**src/rtl/flash_ctrl_defs.vh**
```
// Constants for the flash erase, program timing and instruction cache control block.
// Notes on behaviour
// Alias page-erase writes start ordinary page erase.
// Write at 0x50c erases all user memory.
// Write at 0x514 erases user configuration area.
// Write at 0x518 starts one partial erase.
// Partial duration in milliseconds, resets to ten.
// Software repeats partial steps to reach 85 ms.
// Partial step lasts duration times at most 1.05.
// Cache bit0 enables, zero invalidates; bit8 profiles.
// Hit counter counts hits; writes only clear.
// Miss counter counts misses; writes only clear.
// Software writes a word at most twice.
// Word program finishes within 41 microseconds.
// Page erase finishes within 85 milliseconds.
// Erase all finishes within 169 milliseconds.
// Counters advance while profiling, saturate at maximum.
// Erase acts only while erase enabled.
// Instruction fetch stalls during any erase.
// Port lock blocks configuration area erase only.
// Busy from acceptance to end; refuse while busy.
// Trigger registers read zero without side effects.
`ifndef FLASH_CTRL_DEFS_VH
`define FLASH_CTRL_DEFS_VH

`define ADDR_W 12
`define OFF_READY 12'h400
`define OFF_CONFIG 12'h504
`define OFF_PAGE_ALIAS_A 12'h508
`define OFF_ERASE_ALL 12'h50c
`define OFF_PAGE_ALIAS_B 12'h510
`define OFF_UCFG_ERASE 12'h514
`define OFF_PARTIAL 12'h518
`define OFF_PARTIAL_DUR 12'h51c
`define OFF_CACHE_CFG 12'h540
`define OFF_HIT 12'h548
`define OFF_MISS 12'h54c

`define CFG_MODE_W 2
`define CFG_MODE_READ 2'h0
`define CFG_MODE_WRITE 2'h1
`define CFG_MODE_ERASE 2'h2
`define DUR_W 7
`define DUR_RESET 7'h0a
`define CACHE_ON_BIT 0
`define CACHE_PROF_BIT 8

`define OP_W 3
`define OP_NONE 3'h0
`define OP_WRITE 3'h1
`define OP_PAGE 3'h2
`define OP_ALL 3'h3
`define OP_UCFG 3'h4
`define OP_PARTIAL 3'h5

`define CLK_KHZ 25000
`define US_PER_MS 1000
`define T_WRITE_US 41
`define T_PAGE_ERASE_REQUEST_MS 85
`define T_ERASE_EVERYTHING_TRIGGER_MS 169
`define TIMER_W 32

`endif

```
**src/rtl/sat_counter.v**
```verilog
// Saturating event counter that software may only clear.
`timescale 1ns/100ps
module sat_counter #(
    parameter WIDTH = 32
) (
    input wire clk,
    input wire rst_n,
    input wire inc,
    input wire clr,
    output reg [WIDTH-1:0] count
);

    // Clear is a software write and has priority; the count stops at all ones.
    always @(posedge clk or negedge rst_n)
    begin
        if (!rst_n)
        begin
            count <= {WIDTH{1'b0}};
        end
        else if (clr)
        begin
            count <= {WIDTH{1'b0}};
        end
        // saturate, no wrap
        else if (inc && (count != {WIDTH{1'b1}}))
        begin
            count <= count + {{(WIDTH-1){1'b0}}, 1'b1};
        end
    end

endmodule // sat_counter

```
**src/rtl/op_timer.v**
```verilog
// Down counter that times one flash operation and reports when it ends.
`timescale 1ns/100ps
module op_timer #(
    parameter WIDTH = 32
) (
    input wire clk,
    input wire rst_n,
    input wire start,
    input wire [WIDTH-1:0] cycles,
    output wire running,
    output wire done
);

    reg [WIDTH-1:0] remain;

    // A zero load still runs one cycle so busy is always seen.
    always @(posedge clk or negedge rst_n)
    begin
        if (!rst_n)
        begin
            remain <= {WIDTH{1'b0}};
        end
        else if (start)
        begin
            remain <= (cycles == {WIDTH{1'b0}}) ? {{(WIDTH-1){1'b0}}, 1'b1} : cycles;
        end
        else if (remain != {WIDTH{1'b0}})
        begin
            remain <= remain - {{(WIDTH-1){1'b0}}, 1'b1};
        end
    end

    assign running = (remain != {WIDTH{1'b0}});
    assign done = (remain == {{(WIDTH-1){1'b0}}, 1'b1});

endmodule // op_timer

```
**src/rtl/flash_erase_cache_control.v**
```verilog
// APB controlled flash erase and program sequencer with instruction cache control.
`timescale 1ns/100ps
`include "flash_ctrl_defs.vh"
module flash_erase_cache_control #(
    parameter MS_CYCLES = `CLK_KHZ,
    parameter PAGE_ERASE_CYCLES = `T_PAGE_ERASE_REQUEST_MS * `CLK_KHZ,
    parameter ERASE_ALL_CYCLES = `T_ERASE_EVERYTHING_TRIGGER_MS * `CLK_KHZ
) (
    input wire clk,
    input wire rst_n,
    input wire psel,
    input wire penable,
    input wire pwrite,
    input wire [`ADDR_W-1:0] paddr,
    input wire [31:0] pwdata,
    output reg [31:0] prdata,
    output wire pready,
    output wire pslverr,
    input wire prog_req,
    input wire [31:0] prog_addr,
    output wire prog_ack,
    input wire access_port_lock,
    input wire cache_hit,
    input wire cache_miss,
    output reg [`OP_W-1:0] flash_op,
    output reg [31:0] flash_addr,
    output reg flash_start,
    output wire busy,
    output wire fetch_stall,
    output wire cache_on,
    output wire cache_profiling_on,
    output reg cache_invalidate
);

    // Erase lengths are parameters so a bench can shorten them; defaults are worst case.
    // Word program time is short, so it stays a fixed local count.
    localparam [`TIMER_W-1:0] WRITE_CYCLES = (`T_WRITE_US * `CLK_KHZ) / `US_PER_MS;
    localparam [`TIMER_W-1:0] PAGE_CYC = PAGE_ERASE_CYCLES;
    localparam [`TIMER_W-1:0] ALL_CYC = ERASE_ALL_CYCLES;
    localparam [`TIMER_W-1:0] MS_CYC = MS_CYCLES;

    // Register state, lock synchroniser and the launch decode.
    reg [`CFG_MODE_W-1:0] cfg_mode;
    reg [`DUR_W-1:0] partial_erase_duration;
    reg cache_en_bit;
    reg prof_en_bit;
    reg lock_s1;
    reg lock_s2;
    reg lock_s3;
    reg lock_q;
    reg [`OP_W-1:0] next_op;
    reg [`TIMER_W-1:0] next_cycles;
    reg addr_hit;
    // Internal nets.
    wire [31:0] hit_count;
    wire [31:0] miss_count;
    wire wr_access;
    wire erase_en;
    wire write_en;
    wire timer_running;
    wire timer_done;
    wire start_op;
    wire [`TIMER_W-1:0] partial_cycles;

    // Zero wait states: every access completes in its first access cycle.
    assign pready = 1'b1;
    assign wr_access = psel && penable && pwrite;
    assign pslverr = psel && penable && !addr_hit;

    // Address decode for the error answer on unmapped offsets.
    always @*
    begin
        case (paddr)
            `OFF_READY, `OFF_CONFIG, `OFF_PAGE_ALIAS_A, `OFF_ERASE_ALL,
            `OFF_PAGE_ALIAS_B, `OFF_UCFG_ERASE, `OFF_PARTIAL,
            `OFF_PARTIAL_DUR, `OFF_CACHE_CFG, `OFF_HIT, `OFF_MISS:
                addr_hit = 1'b1;
            default:
                addr_hit = 1'b0;
        endcase
    end

    // The lock pin is asynchronous; a new level counts once two later stages agree.
    // Resetting to locked keeps a configuration erase out until the pin has been seen.
    always @(posedge clk or negedge rst_n)
    begin
        if (!rst_n)
        begin
            lock_s1 <= 1'b1;
            lock_s2 <= 1'b1;
            lock_s3 <= 1'b1;
            lock_q <= 1'b1;
        end
        else
        begin
            lock_s1 <= access_port_lock;
            lock_s2 <= lock_s1;
            lock_s3 <= lock_s2;
            if (lock_s2 == lock_s3)
            begin
                lock_q <= lock_s3;
            end
        end
    end

    // Mode decode; config writes are refused while busy, so the mode holds for an operation.
    assign erase_en = (cfg_mode == `CFG_MODE_ERASE);
    assign write_en = (cfg_mode == `CFG_MODE_WRITE);
    assign busy = timer_running;

    // Limitation: the slower internal clock source is not modelled, only the crystal.
    // unit step time is one millisecond of clocks, accuracy factor 1.0
    assign partial_cycles = {{(`TIMER_W-`DUR_W){1'b0}}, partial_erase_duration} * MS_CYC;

    // Choose the operation a bus write or program request would launch.
    // The partial step length uses the duration register as it stands at acceptance.
    always @*
    begin
        next_op = `OP_NONE;
        next_cycles = {`TIMER_W{1'b0}};
        if (!busy && wr_access && erase_en)
        begin
            case (paddr)
                // alias page erase
                `OFF_PAGE_ALIAS_A, `OFF_PAGE_ALIAS_B:
                begin
                    next_op = `OP_PAGE;
                    // page erase time
                    next_cycles = PAGE_CYC;
                end
                // erase everything
                `OFF_ERASE_ALL:
                begin
                    next_op = `OP_ALL;
                    // erase all time
                    next_cycles = ALL_CYC;
                end
                // user config erase
                // lock blocks this
                `OFF_UCFG_ERASE:
                begin
                    if (!lock_q)
                    begin
                        next_op = `OP_UCFG;
                        next_cycles = PAGE_CYC;
                    end
                end
                // partial erase step
                `OFF_PARTIAL:
                begin
                    next_op = `OP_PARTIAL;
                    next_cycles = partial_cycles;
                end
                default:
                begin
                    next_op = `OP_NONE;
                end
            endcase
        end
        else if (!busy && !(psel && penable) && prog_req && write_en)
        begin
            // word program time
            next_op = `OP_WRITE;
            next_cycles = WRITE_CYCLES;
        end
    end

    // Any APB access cycle, read or write, wins over the program port; the port simply holds its request.
    // accept only when idle
    assign start_op = (next_op != `OP_NONE);
    assign prog_ack = start_op && (next_op == `OP_WRITE);

    // One shared timer: each operation kind loads its own length on acceptance.
    op_timer #(
        .WIDTH(`TIMER_W)
    ) u_timer (
        .clk(clk),
        .rst_n(rst_n),
        .start(start_op),
        .cycles(next_cycles),
        .running(timer_running),
        .done(timer_done)
    );

    // Latch the operation and its address for the array; the operation clears when the timer ends, the address holds.
    always @(posedge clk or negedge rst_n)
    begin
        if (!rst_n)
        begin
            flash_op <= `OP_NONE;
            flash_addr <= 32'h00000000;
            flash_start <= 1'b0;
        end
        else
        begin
            flash_start <= start_op;
            if (start_op)
            begin
                flash_op <= next_op;
                flash_addr <= (next_op == `OP_WRITE) ? prog_addr : pwdata;
            end
            else if (timer_done)
            begin
                flash_op <= `OP_NONE;
            end
        end
    end

    // A word program leaves fetches running; only the erase kinds hold the array.
    // stall fetches during erase
    assign fetch_stall = busy && (flash_op != `OP_WRITE);

    // Writable configuration registers.
    always @(posedge clk or negedge rst_n)
    begin
        if (!rst_n)
        begin
            cfg_mode <= `CFG_MODE_READ;
            partial_erase_duration <= `DUR_RESET;
            cache_en_bit <= 1'b0;
            prof_en_bit <= 1'b0;
            cache_invalidate <= 1'b0;
        end
        else
        begin
            cache_invalidate <= 1'b0;
            // erase enable setting
            if (wr_access && (paddr == `OFF_CONFIG) && !busy)
            begin
                cfg_mode <= pwdata[`CFG_MODE_W-1:0];
            end
            // duration field
            if (wr_access && (paddr == `OFF_PARTIAL_DUR))
            begin
                partial_erase_duration <= pwdata[`DUR_W-1:0];
            end
            // cache enable and invalidate
            if (wr_access && (paddr == `OFF_CACHE_CFG))
            begin
                cache_en_bit <= pwdata[`CACHE_ON_BIT];
                prof_en_bit <= pwdata[`CACHE_PROF_BIT];
                cache_invalidate <= !pwdata[`CACHE_ON_BIT];
            end
        end
    end

    // Cache control levels go straight to the cache from their flip-flops.
    assign cache_on = cache_en_bit;
    assign cache_profiling_on = prof_en_bit;

    // Counting needs both the cache and profiling on; a write of any value clears.
    // hit counter, clear only
    sat_counter #(
        .WIDTH(32)
    ) u_hit (
        .clk(clk),
        .rst_n(rst_n),
        .inc(cache_hit && cache_en_bit && prof_en_bit),
        .clr(wr_access && (paddr == `OFF_HIT)),
        .count(hit_count)
    );

    // miss counter, clear only
    sat_counter #(
        .WIDTH(32)
    ) u_miss (
        .clk(clk),
        .rst_n(rst_n),
        .inc(cache_miss && cache_en_bit && prof_en_bit),
        .clr(wr_access && (paddr == `OFF_MISS)),
        .count(miss_count)
    );

    // Read data is registered during the setup cycle so it is stable in the access cycle.
    // Trigger registers and unmapped offsets read as zero; a read never starts anything.
    always @(posedge clk or negedge rst_n)
    begin
        if (!rst_n)
        begin
            prdata <= 32'h00000000;
        end
        else if (psel && !penable && !pwrite)
        begin
            case (paddr)
                `OFF_READY:
                    prdata <= {31'h00000000, !busy};
                `OFF_CONFIG:
                    prdata <= {30'h00000000, cfg_mode};
                `OFF_PARTIAL_DUR:
                    prdata <= {25'h0000000, partial_erase_duration};
                `OFF_CACHE_CFG:
                    prdata <= {23'h000000, prof_en_bit, 7'h00, cache_en_bit};
                `OFF_HIT:
                    prdata <= hit_count;
                `OFF_MISS:
                    prdata <= miss_count;
                // triggers read zero
                default:
                    prdata <= 32'h00000000;
            endcase
        end
    end

endmodule // flash_erase_cache_control

```
**config.mk**
```make
export PLATFORM = sky130hd
export DESIGN_NAME = flash_erase_cache_control
export DESIGN_NICKNAME = d
export VERILOG_FILES = /design/src/rtl/sat_counter.v /design/src/rtl/op_timer.v /design/src/rtl/flash_erase_cache_control.v
export VERILOG_INCLUDE_DIRS = /design/src /design/src/rtl
export SDC_FILE = /design/constraint.sdc
export NUM_CORES = 1
export LEC_CHECK = 0
export BUFFER_PORTS_ARGS = -buffer_cell sky130_fd_sc_hd__buf_2
export CORE_MARGIN = 10
export CORE_UTILIZATION = 35
export CTS_CLUSTER_SIZE = 28
export DETAILED_ROUTE_END_ITERATION = 10
export PLACE_DENSITY = 0.61
export SYNTH_ARGS = -nofsm -noshare
export SYNTH_HDL_FRONTEND = slang
export SYNTH_SLANG_ARGS = --single-unit
```
**constraint.sdc**
```tcl
create_clock -name clk -period 9 [get_ports clk]
set_input_delay 0.9 -clock clk [delete_from_list [all_inputs] [get_ports clk]]
set_output_delay 0.9 -clock clk [all_outputs]
set_load 0.005 [all_outputs]
```
==> impl_metrics.env, run 1 <==
export IMPL_core_area_um2=28500
export IMPL_synth_area_leader_cell="dfrtp_1"
export IMPL_ant_nets=0
export IMPL_chipHeight_um=190
export IMPL_routabilityCongestion=0.891
export IMPL_netlist_instances=1038
export IMPL_worstMarginPinSlew_ns=1.23
export IMPL_cp_buffers_inverters=4
export IMPL_first_pass_iters=8
export IMPL_diodes=0
export IMPL_synth_seq_cells=180
export IMPL_outcome="finished clean"
export IMPL_min_path_type="reg -> reg"
export IMPL_synth_fa_ha_area_frac=0.0824
export IMPL_syn_area_um2=10100
export IMPL_io_pins=161
export IMPL_crit_fanout=33
export IMPL_grt_first_pass_wirelength_um=44900
export IMPL_rr_startpoint="partial_erase_duration[4]"
export IMPL_yosysTopAreaCellShare=0.432
export IMPL_tritoncts="yes"
export IMPL_grt_pass1_vias=8383
export IMPL_cts_num_sinks=180
export IMPL_rsz0062_at_grt="false"
export IMPL_arrival_ns=3.80
export IMPL_io_buffers=159
export IMPL_fillers=2851
export IMPL_ys_warn_count=0
export IMPL_via_count=8455
export IMPL_slowest_stage="or4_4"
export IMPL_ir_worst_vdd_uv=90.5
export IMPL_r2r_end="u_timer.remain[0]"
export IMPL_viasPerCell=5.35
export IMPL_finalCritPeriodShare=0.522
export IMPL_drive_gt1_frac=0.203
export IMPL_synthFlopType="dfrtp_1"
export IMPL_maxSlewHeadroom=0.181
export IMPL_rows=62
export IMPL_synth_top_family_by_area="simple AND/OR/NAND/NOR gates"
export IMPL_path_class="reg -> out"
export IMPL_clockRootBuffer="clkbuf_16"
export IMPL_powerDensity_nw_per_um2=137
export IMPL_max_freq_mhz=213
export IMPL_muxShareOfSynthArea=0.0196
export IMPL_synth_distinct_cells=69
export IMPL_clk_latency_ns=0.45
export IMPL_synth_async_reset_ratio=1.00
export IMPL_period_needed_ns=4.70
export IMPL_fin_nets=1329
export IMPL_cts_buffers=17
export IMPL_hold_start="lock_s1"
export IMPL_yosys_area_share_simple=0.186
export IMPL_cp_cell_sequence="inv_1 > ha_1 > or3b_2 > or4_4 > nor2_4 > inv_2 > nor2_2 > buf_4 > buf_2"
export IMPL_synth_area_top_cells="dfrtp_1, ha_1, xor2_1"
export IMPL_slew_viol_final=0
export IMPL_holdPathEnd="lock_s2"
export IMPL_cts_htree_levels=4
export IMPL_die_area_um2=36000
export IMPL_synth_area_per_cell_um2=9.72
export IMPL_finalSetupViolCount=0
export IMPL_p_leak_nw=5.97
export IMPL_clk_pin_slew_ns=0.08
export IMPL_drtIter0Drc=668
export IMPL_max_cap_violations=0
export IMPL_antenna_found_initial=0
export IMPL_cts_resized=0
export IMPL_worstSetupEndpointType="output port"
export IMPL_dp_hpwl_um=20600
export IMPL_skew_ns=0.0205
export IMPL_drc=0
export IMPL_initial_core_util=0.353
export IMPL_synth_compound_area_frac=0.146
export IMPL_cp_start_kind="register"
export IMPL_ys_seq_area_frac=0.447
export IMPL_synth_nets=1185
export IMPL_hold_viol=0
export IMPL_cts_path_max_buffers=2
export IMPL_grt_overflow_total=0
export IMPL_regToRegSetupSlack_ns=4.61
export IMPL_critPathTopFamily="simple AND/OR/NAND/NOR gates"
export IMPL_grt_max_degree=76
export IMPL_grtUsageTotal=0.154
export IMPL_whs_path_depth=0
export IMPL_rr_worst_depth=16
export IMPL_holdBufCountCts=0
export IMPL_synth_xor_area_share=0.0816
export IMPL_synth_edf_count=0
export IMPL_die_w_um=190
export IMPL_worst_path_largest_cell_delay_ns=0.55
export IMPL_tns_ns=0
export IMPL_cts_setup_buffers=0
export IMPL_area_growth_pct=17.8
export IMPL_power_mw=1.62
export IMPL_wirelength_um=27700
export IMPL_crit_required_ns=8.10
export IMPL_wl_per_cell_um=17.5
==> placed cells by master, fill, tap and decap left out, types with 9 or more instances in the layout <==
cell | Yosys | final
a21o_1 | 10 | 10
a21oi_1 | 39 | 39
a222oi_1 | 38 | 38
a22oi_1 | 25 | 25
a31oi_1 | 10 | 10
and2_1 | 9 | 9
and3_1 | 23 | 23
and4_1 | 9 | 9
buf_2 | 10 | 158
buf_4 | 1 | 9
clkbuf_16 | 0 | 17
dfrtp_1 | 174 | 174
ha_1 | 56 | 56
inv_1 | 49 | 49
mux2_2 | 14 | 14
nand2_1 | 92 | 91
nand3_1 | 41 | 41
nand4_1 | 13 | 13
nor2_1 | 104 | 102
nor3_1 | 23 | 21
nor4_1 | 13 | 13
o21ai_0 | 49 | 49
o22ai_1 | 10 | 10
xnor2_1 | 37 | 37
xor2_1 | 57 | 57
==> how the worst max path moves through the flow <==
stage	depth (start not counted)	slack, ns	end	startpoint
floorplan	16	4.91	u_timer.remain[0]	partial_erase_duration[4]
global placement	16	4.72	u_timer.remain[0]	partial_erase_duration[4]
detailed placement	15	4.66	u_timer.remain[0]	partial_erase_duration[4]
CTS	9	4.32	prog_ack	u_timer.remain[0]
global route	9	4.13	prog_ack	u_timer.remain[0]
finish	9	4.30	prog_ack	u_timer.remain[0]
==> report_power, final <==
part           internal [mW]  switching [mW]
clock network          0.377           0.380
registers              0.810        0.000911
logic                 0.0185          0.0370
==> cell families after synthesis <==
family	count (synthesis)
and+or+nand+nor	375
xor gates and xnor gates	94
adders and majority gates	63
buffers and inverters	94
AOI/OAI and AO/OA	213
DFF	180
muxes	18
other	1
==> synth_stat cells, drive strengths merged (23+ instances only) <==
cell type and count:
a22oi 25, nor2 106, o21ai 49, nor3 24, a222oi 38, inv 51
nand3 42, a21oi 39, and3 23, ha 56, dfrtp 174, clkbuf 30
xnor2 37, xor2 57, nand2 93
==> registers in the layout, summed over array words and instances, names as in the netlist <==
| name | count |
|---|---|
| lock_s2 | 1 |
| lock_s1 | 1 |
| u_miss.count | 32 |
| cache_on | 1 |
| flash_start | 1 |
| flash_addr | 32 |
| lock_s3 | 1 |
| prdata | 32 |
| cache_invalidate | 1 |
| cfg_mode | 2 |
| u_timer.remain | 32 |
| cache_profiling_on | 1 |
| u_hit.count | 32 |
| lock_q | 1 |
| partial_erase_duration | 7 |
| flash_op | 3 |
==> stage by stage <==
step	hold slack, ns	util	worst slack [ns]	instances	area [µm²]
finish	0.360	0.416	4.30	1579	11900
global route	0.363	0.416	4.13	1579	11900
global placement	0.347	0.395	4.72	1547	11300
floorplan	0.345	-	4.91	1038	10100
CTS	0.362	0.416	4.32	1579	11900
detailed placement	0.353	0.395	4.66	1547	11300
==> routing by layer <==
metal	up-vias	track usage	wire, µm
met5	-	0	0
met4	0	0.0446	426
met3	21	0.0425	1920
met2	278	0.235	12400
met1	4094	0.209	12900
li1	4062	-	-
==> layout make-up <==
cell class	count	area (µm²)	share of cell area
Multi-Input combinational cell	764	5220	0.439
Sequential cell	180	4510	0.380
Timing Repair Buffer	168	870	0.0732
Tap cell	384	480	0.0404
Clock buffer	17	425	0.0358
Inverter	51	191	0.0161
Clock inverter	15	183	0.0154
No activity file was read; power rests on OpenSTA's default activity.
==> inputs of run 2 (changes only) <==
==> constraint.sdc (replaced) <==
create_clock -name clk -period 4.35 [get_ports clk]
set_input_delay 0.435 -clock clk [delete_from_list [all_inputs] [get_ports clk]]
set_output_delay 0.435 -clock clk [all_outputs]
set_load 0.005 [all_outputs]
==> impl_metrics.env, run 2 (synthesis gave the netlist of run 1 again) <==
export IMPL_outcome="finished clean"
export IMPL_wl_met1_um=13400
export IMPL_crit_fanout=6
export IMPL_worstSetupEndpointType="register"
export IMPL_worst_path_largest_cell_delay_ns=0.46
export IMPL_cp_start_kind="register"
export IMPL_fin_util=0.422
export IMPL_maxSlewHeadroom=0.316
export IMPL_io_buffers=159
export IMPL_io_pins=161
export IMPL_die_area_um2=36000
export IMPL_tritoncts="yes"
export IMPL_wl_per_cell_um=17.8
export IMPL_fin_nets=1344
export IMPL_max_freq_mhz=240
export IMPL_p_leak_nw=6.05
export IMPL_hold_viol=0
export IMPL_grtUsageTotal=0.158
export IMPL_chipHeight_um=190
export IMPL_core_area_um2=28500
export IMPL_antenna_found_initial=0
export IMPL_routabilityCongestion=0.833
export IMPL_top_layer_used="met4"
export IMPL_clk_latency_ns=0.45
export IMPL_arrival_ns=4.51
export IMPL_grt_pass1_vias=8649
export IMPL_critPathTopFamily="adder cells"
export IMPL_cts_htree_levels=4
export IMPL_wl_met3_um=1600
export IMPL_dp_hpwl_um=21000
export IMPL_grt_overflow_total=0
export IMPL_dp_cells=1560
export IMPL_initial_core_util=0.353
export IMPL_area_growth_pct=19.3
export IMPL_drc=0
export IMPL_grt_first_pass_wirelength_um=46400
export IMPL_diodes=0
export IMPL_first_pass_iters=9
export IMPL_via_count=8378
export IMPL_die_w_um=190
export IMPL_rows=62
export IMPL_finalCritPeriodShare=0.959
export IMPL_final_setup_worst_slack_ns=0.180
export IMPL_layout_common_cells="dfrtp_1, buf_2, nor2_1"
export IMPL_skew_ns=0.0126
export IMPL_drtIter0Drc=568
export IMPL_powerDensity_nw_per_um2=280
export IMPL_slowest_stage="fa_1"
export IMPL_cp_cell_sequence="ha_1 > xor2_1 > ha_1 > a21o_1 > fa_1 > ha_1 > ha_1 > and3_1 > a2111o_1 > a21o_1 > a21oi_2 > xnor2_1 > o311ai_1 > nand4_1 > o31ai_1"
export IMPL_grt_max_degree=95
export IMPL_path_class="reg -> reg"
export IMPL_ir_worst_vdd_uv=241
export IMPL_ant_nets=0
export IMPL_holdBufCountCts=0
export IMPL_final_common_cell="dfrtp_1"
export IMPL_slew_viol_final=0
export IMPL_wirelength_um=28300
export IMPL_viasPerCell=5.26
export IMPL_cts_buffers=17
export IMPL_final_cells=1594
export IMPL_cts_num_sinks=180
export IMPL_cp_common_cell="ha_1"
export IMPL_crit_required_ns=4.69
export IMPL_worstMarginPinSlew_ns=1.02
export IMPL_max_cap_violations=0
export IMPL_drive_gt1_frac=0.217
export IMPL_pre_cts_slack_ns=0.0407
export IMPL_cp_buffers_inverters=0
export IMPL_wl_met2_um=12900
export IMPL_min_path_type="in -> async"
export IMPL_clockRootBuffer="clkbuf_16"
export IMPL_cts_path_max_buffers=2
export IMPL_period_needed_ns=4.17
export IMPL_clk_pin_slew_ns=0.08
export IMPL_finalSetupViolCount=0
[run 2: layer usage]
| layer | vias up | GRT usage |
|---|---|---|
| li1 | 4076 | - |
| met1 | 4037 | 0.215 |
| met2 | 246 | 0.247 |
| met3 | 19 | 0.0364 |
| met4 | 0 | 0.0430 |
| met5 | - | 0 |
[run 2: per-stage QoR]
| stage | hold WS [ns] | power (mW) | area [µm²] | TNS, ns |
|---|---|---|---|---|
| floorplan | 0.139 | 1.74 | 10100 | 0 |
| global placement | 0.347 | 1.83 | 11400 | 0 |
| detailed placement | 0.348 | 1.83 | 11400 | 0 |
| CTS | 0.0744 | 3.42 | 12000 | 0 |
| global route | 0.0716 | 3.51 | 12000 | -0.0856 |
| finish | 0.0672 | 3.37 | 12000 | 0 |
[run 2: worst paths after layout]
check / start / endpoint / slack, ns / cells after the start
worst max-delay path: partial_erase_duration[4] / u_timer.remain[0] / 0.18 / 15
worst min-delay path: rst_n / flash_addr[19] / 0.07 / 1
worst max register to register: partial_erase_duration[4] / u_timer.remain[0] / 0.18 / 15
worst min register to register: lock_s1 / lock_s2 / 0.36 / 0
max in group asynchronous: rst_n / flash_addr[22] / 3.35 / 2
min in group clk: access_port_lock / lock_s1 / 0.10 / 1
[run 2: report_power, final]
group / internal (mW) / leakage [nW] / switching (mW) / total, mW
Sequential: 1.68 / 2.42 / 0.00180 / 1.68
Combinational: 0.0397 / 3.34 / 0.0779 / 0.118
Clock: 0.780 / 0.292 / 0.797 / 1.58
[run 2: area by class of cell]
type / count / area (µm²)
Timing Repair Buffer: 183 / 995
Clock inverter: 15 / 180
Sequential cell: 180 / 4510
Clock buffer: 17 / 425
Multi-Input combinational cell: 764 / 5250
Fill cell: 2853 / 16500
Tap cell: 384 / 480
Inverter: 51 / 191
[run 2: worst register-to-register path: stages (launching register included)]
cell and delay, ns:
dfrtp_2 0.44, ha_1 0.24, xor2_1 0.16, ha_1 0.19
a21o_1 0.17, fa_1 0.46, ha_1 0.31, ha_1 0.37
and3_1 0.20, a2111o_1 0.44, a21o_1 0.22, a21oi_2 0.15
xnor2_1 0.10, o311ai_1 0.24, nand4_1 0.13, o31ai_1 0.26
[run 2: repair_timing]
action                                  in CTS  in global routing
buffers inserted                             0                  2
resized for setup                            1                  5
endpoints found under the setup margin       1                  2
pin swaps                                    0                  6
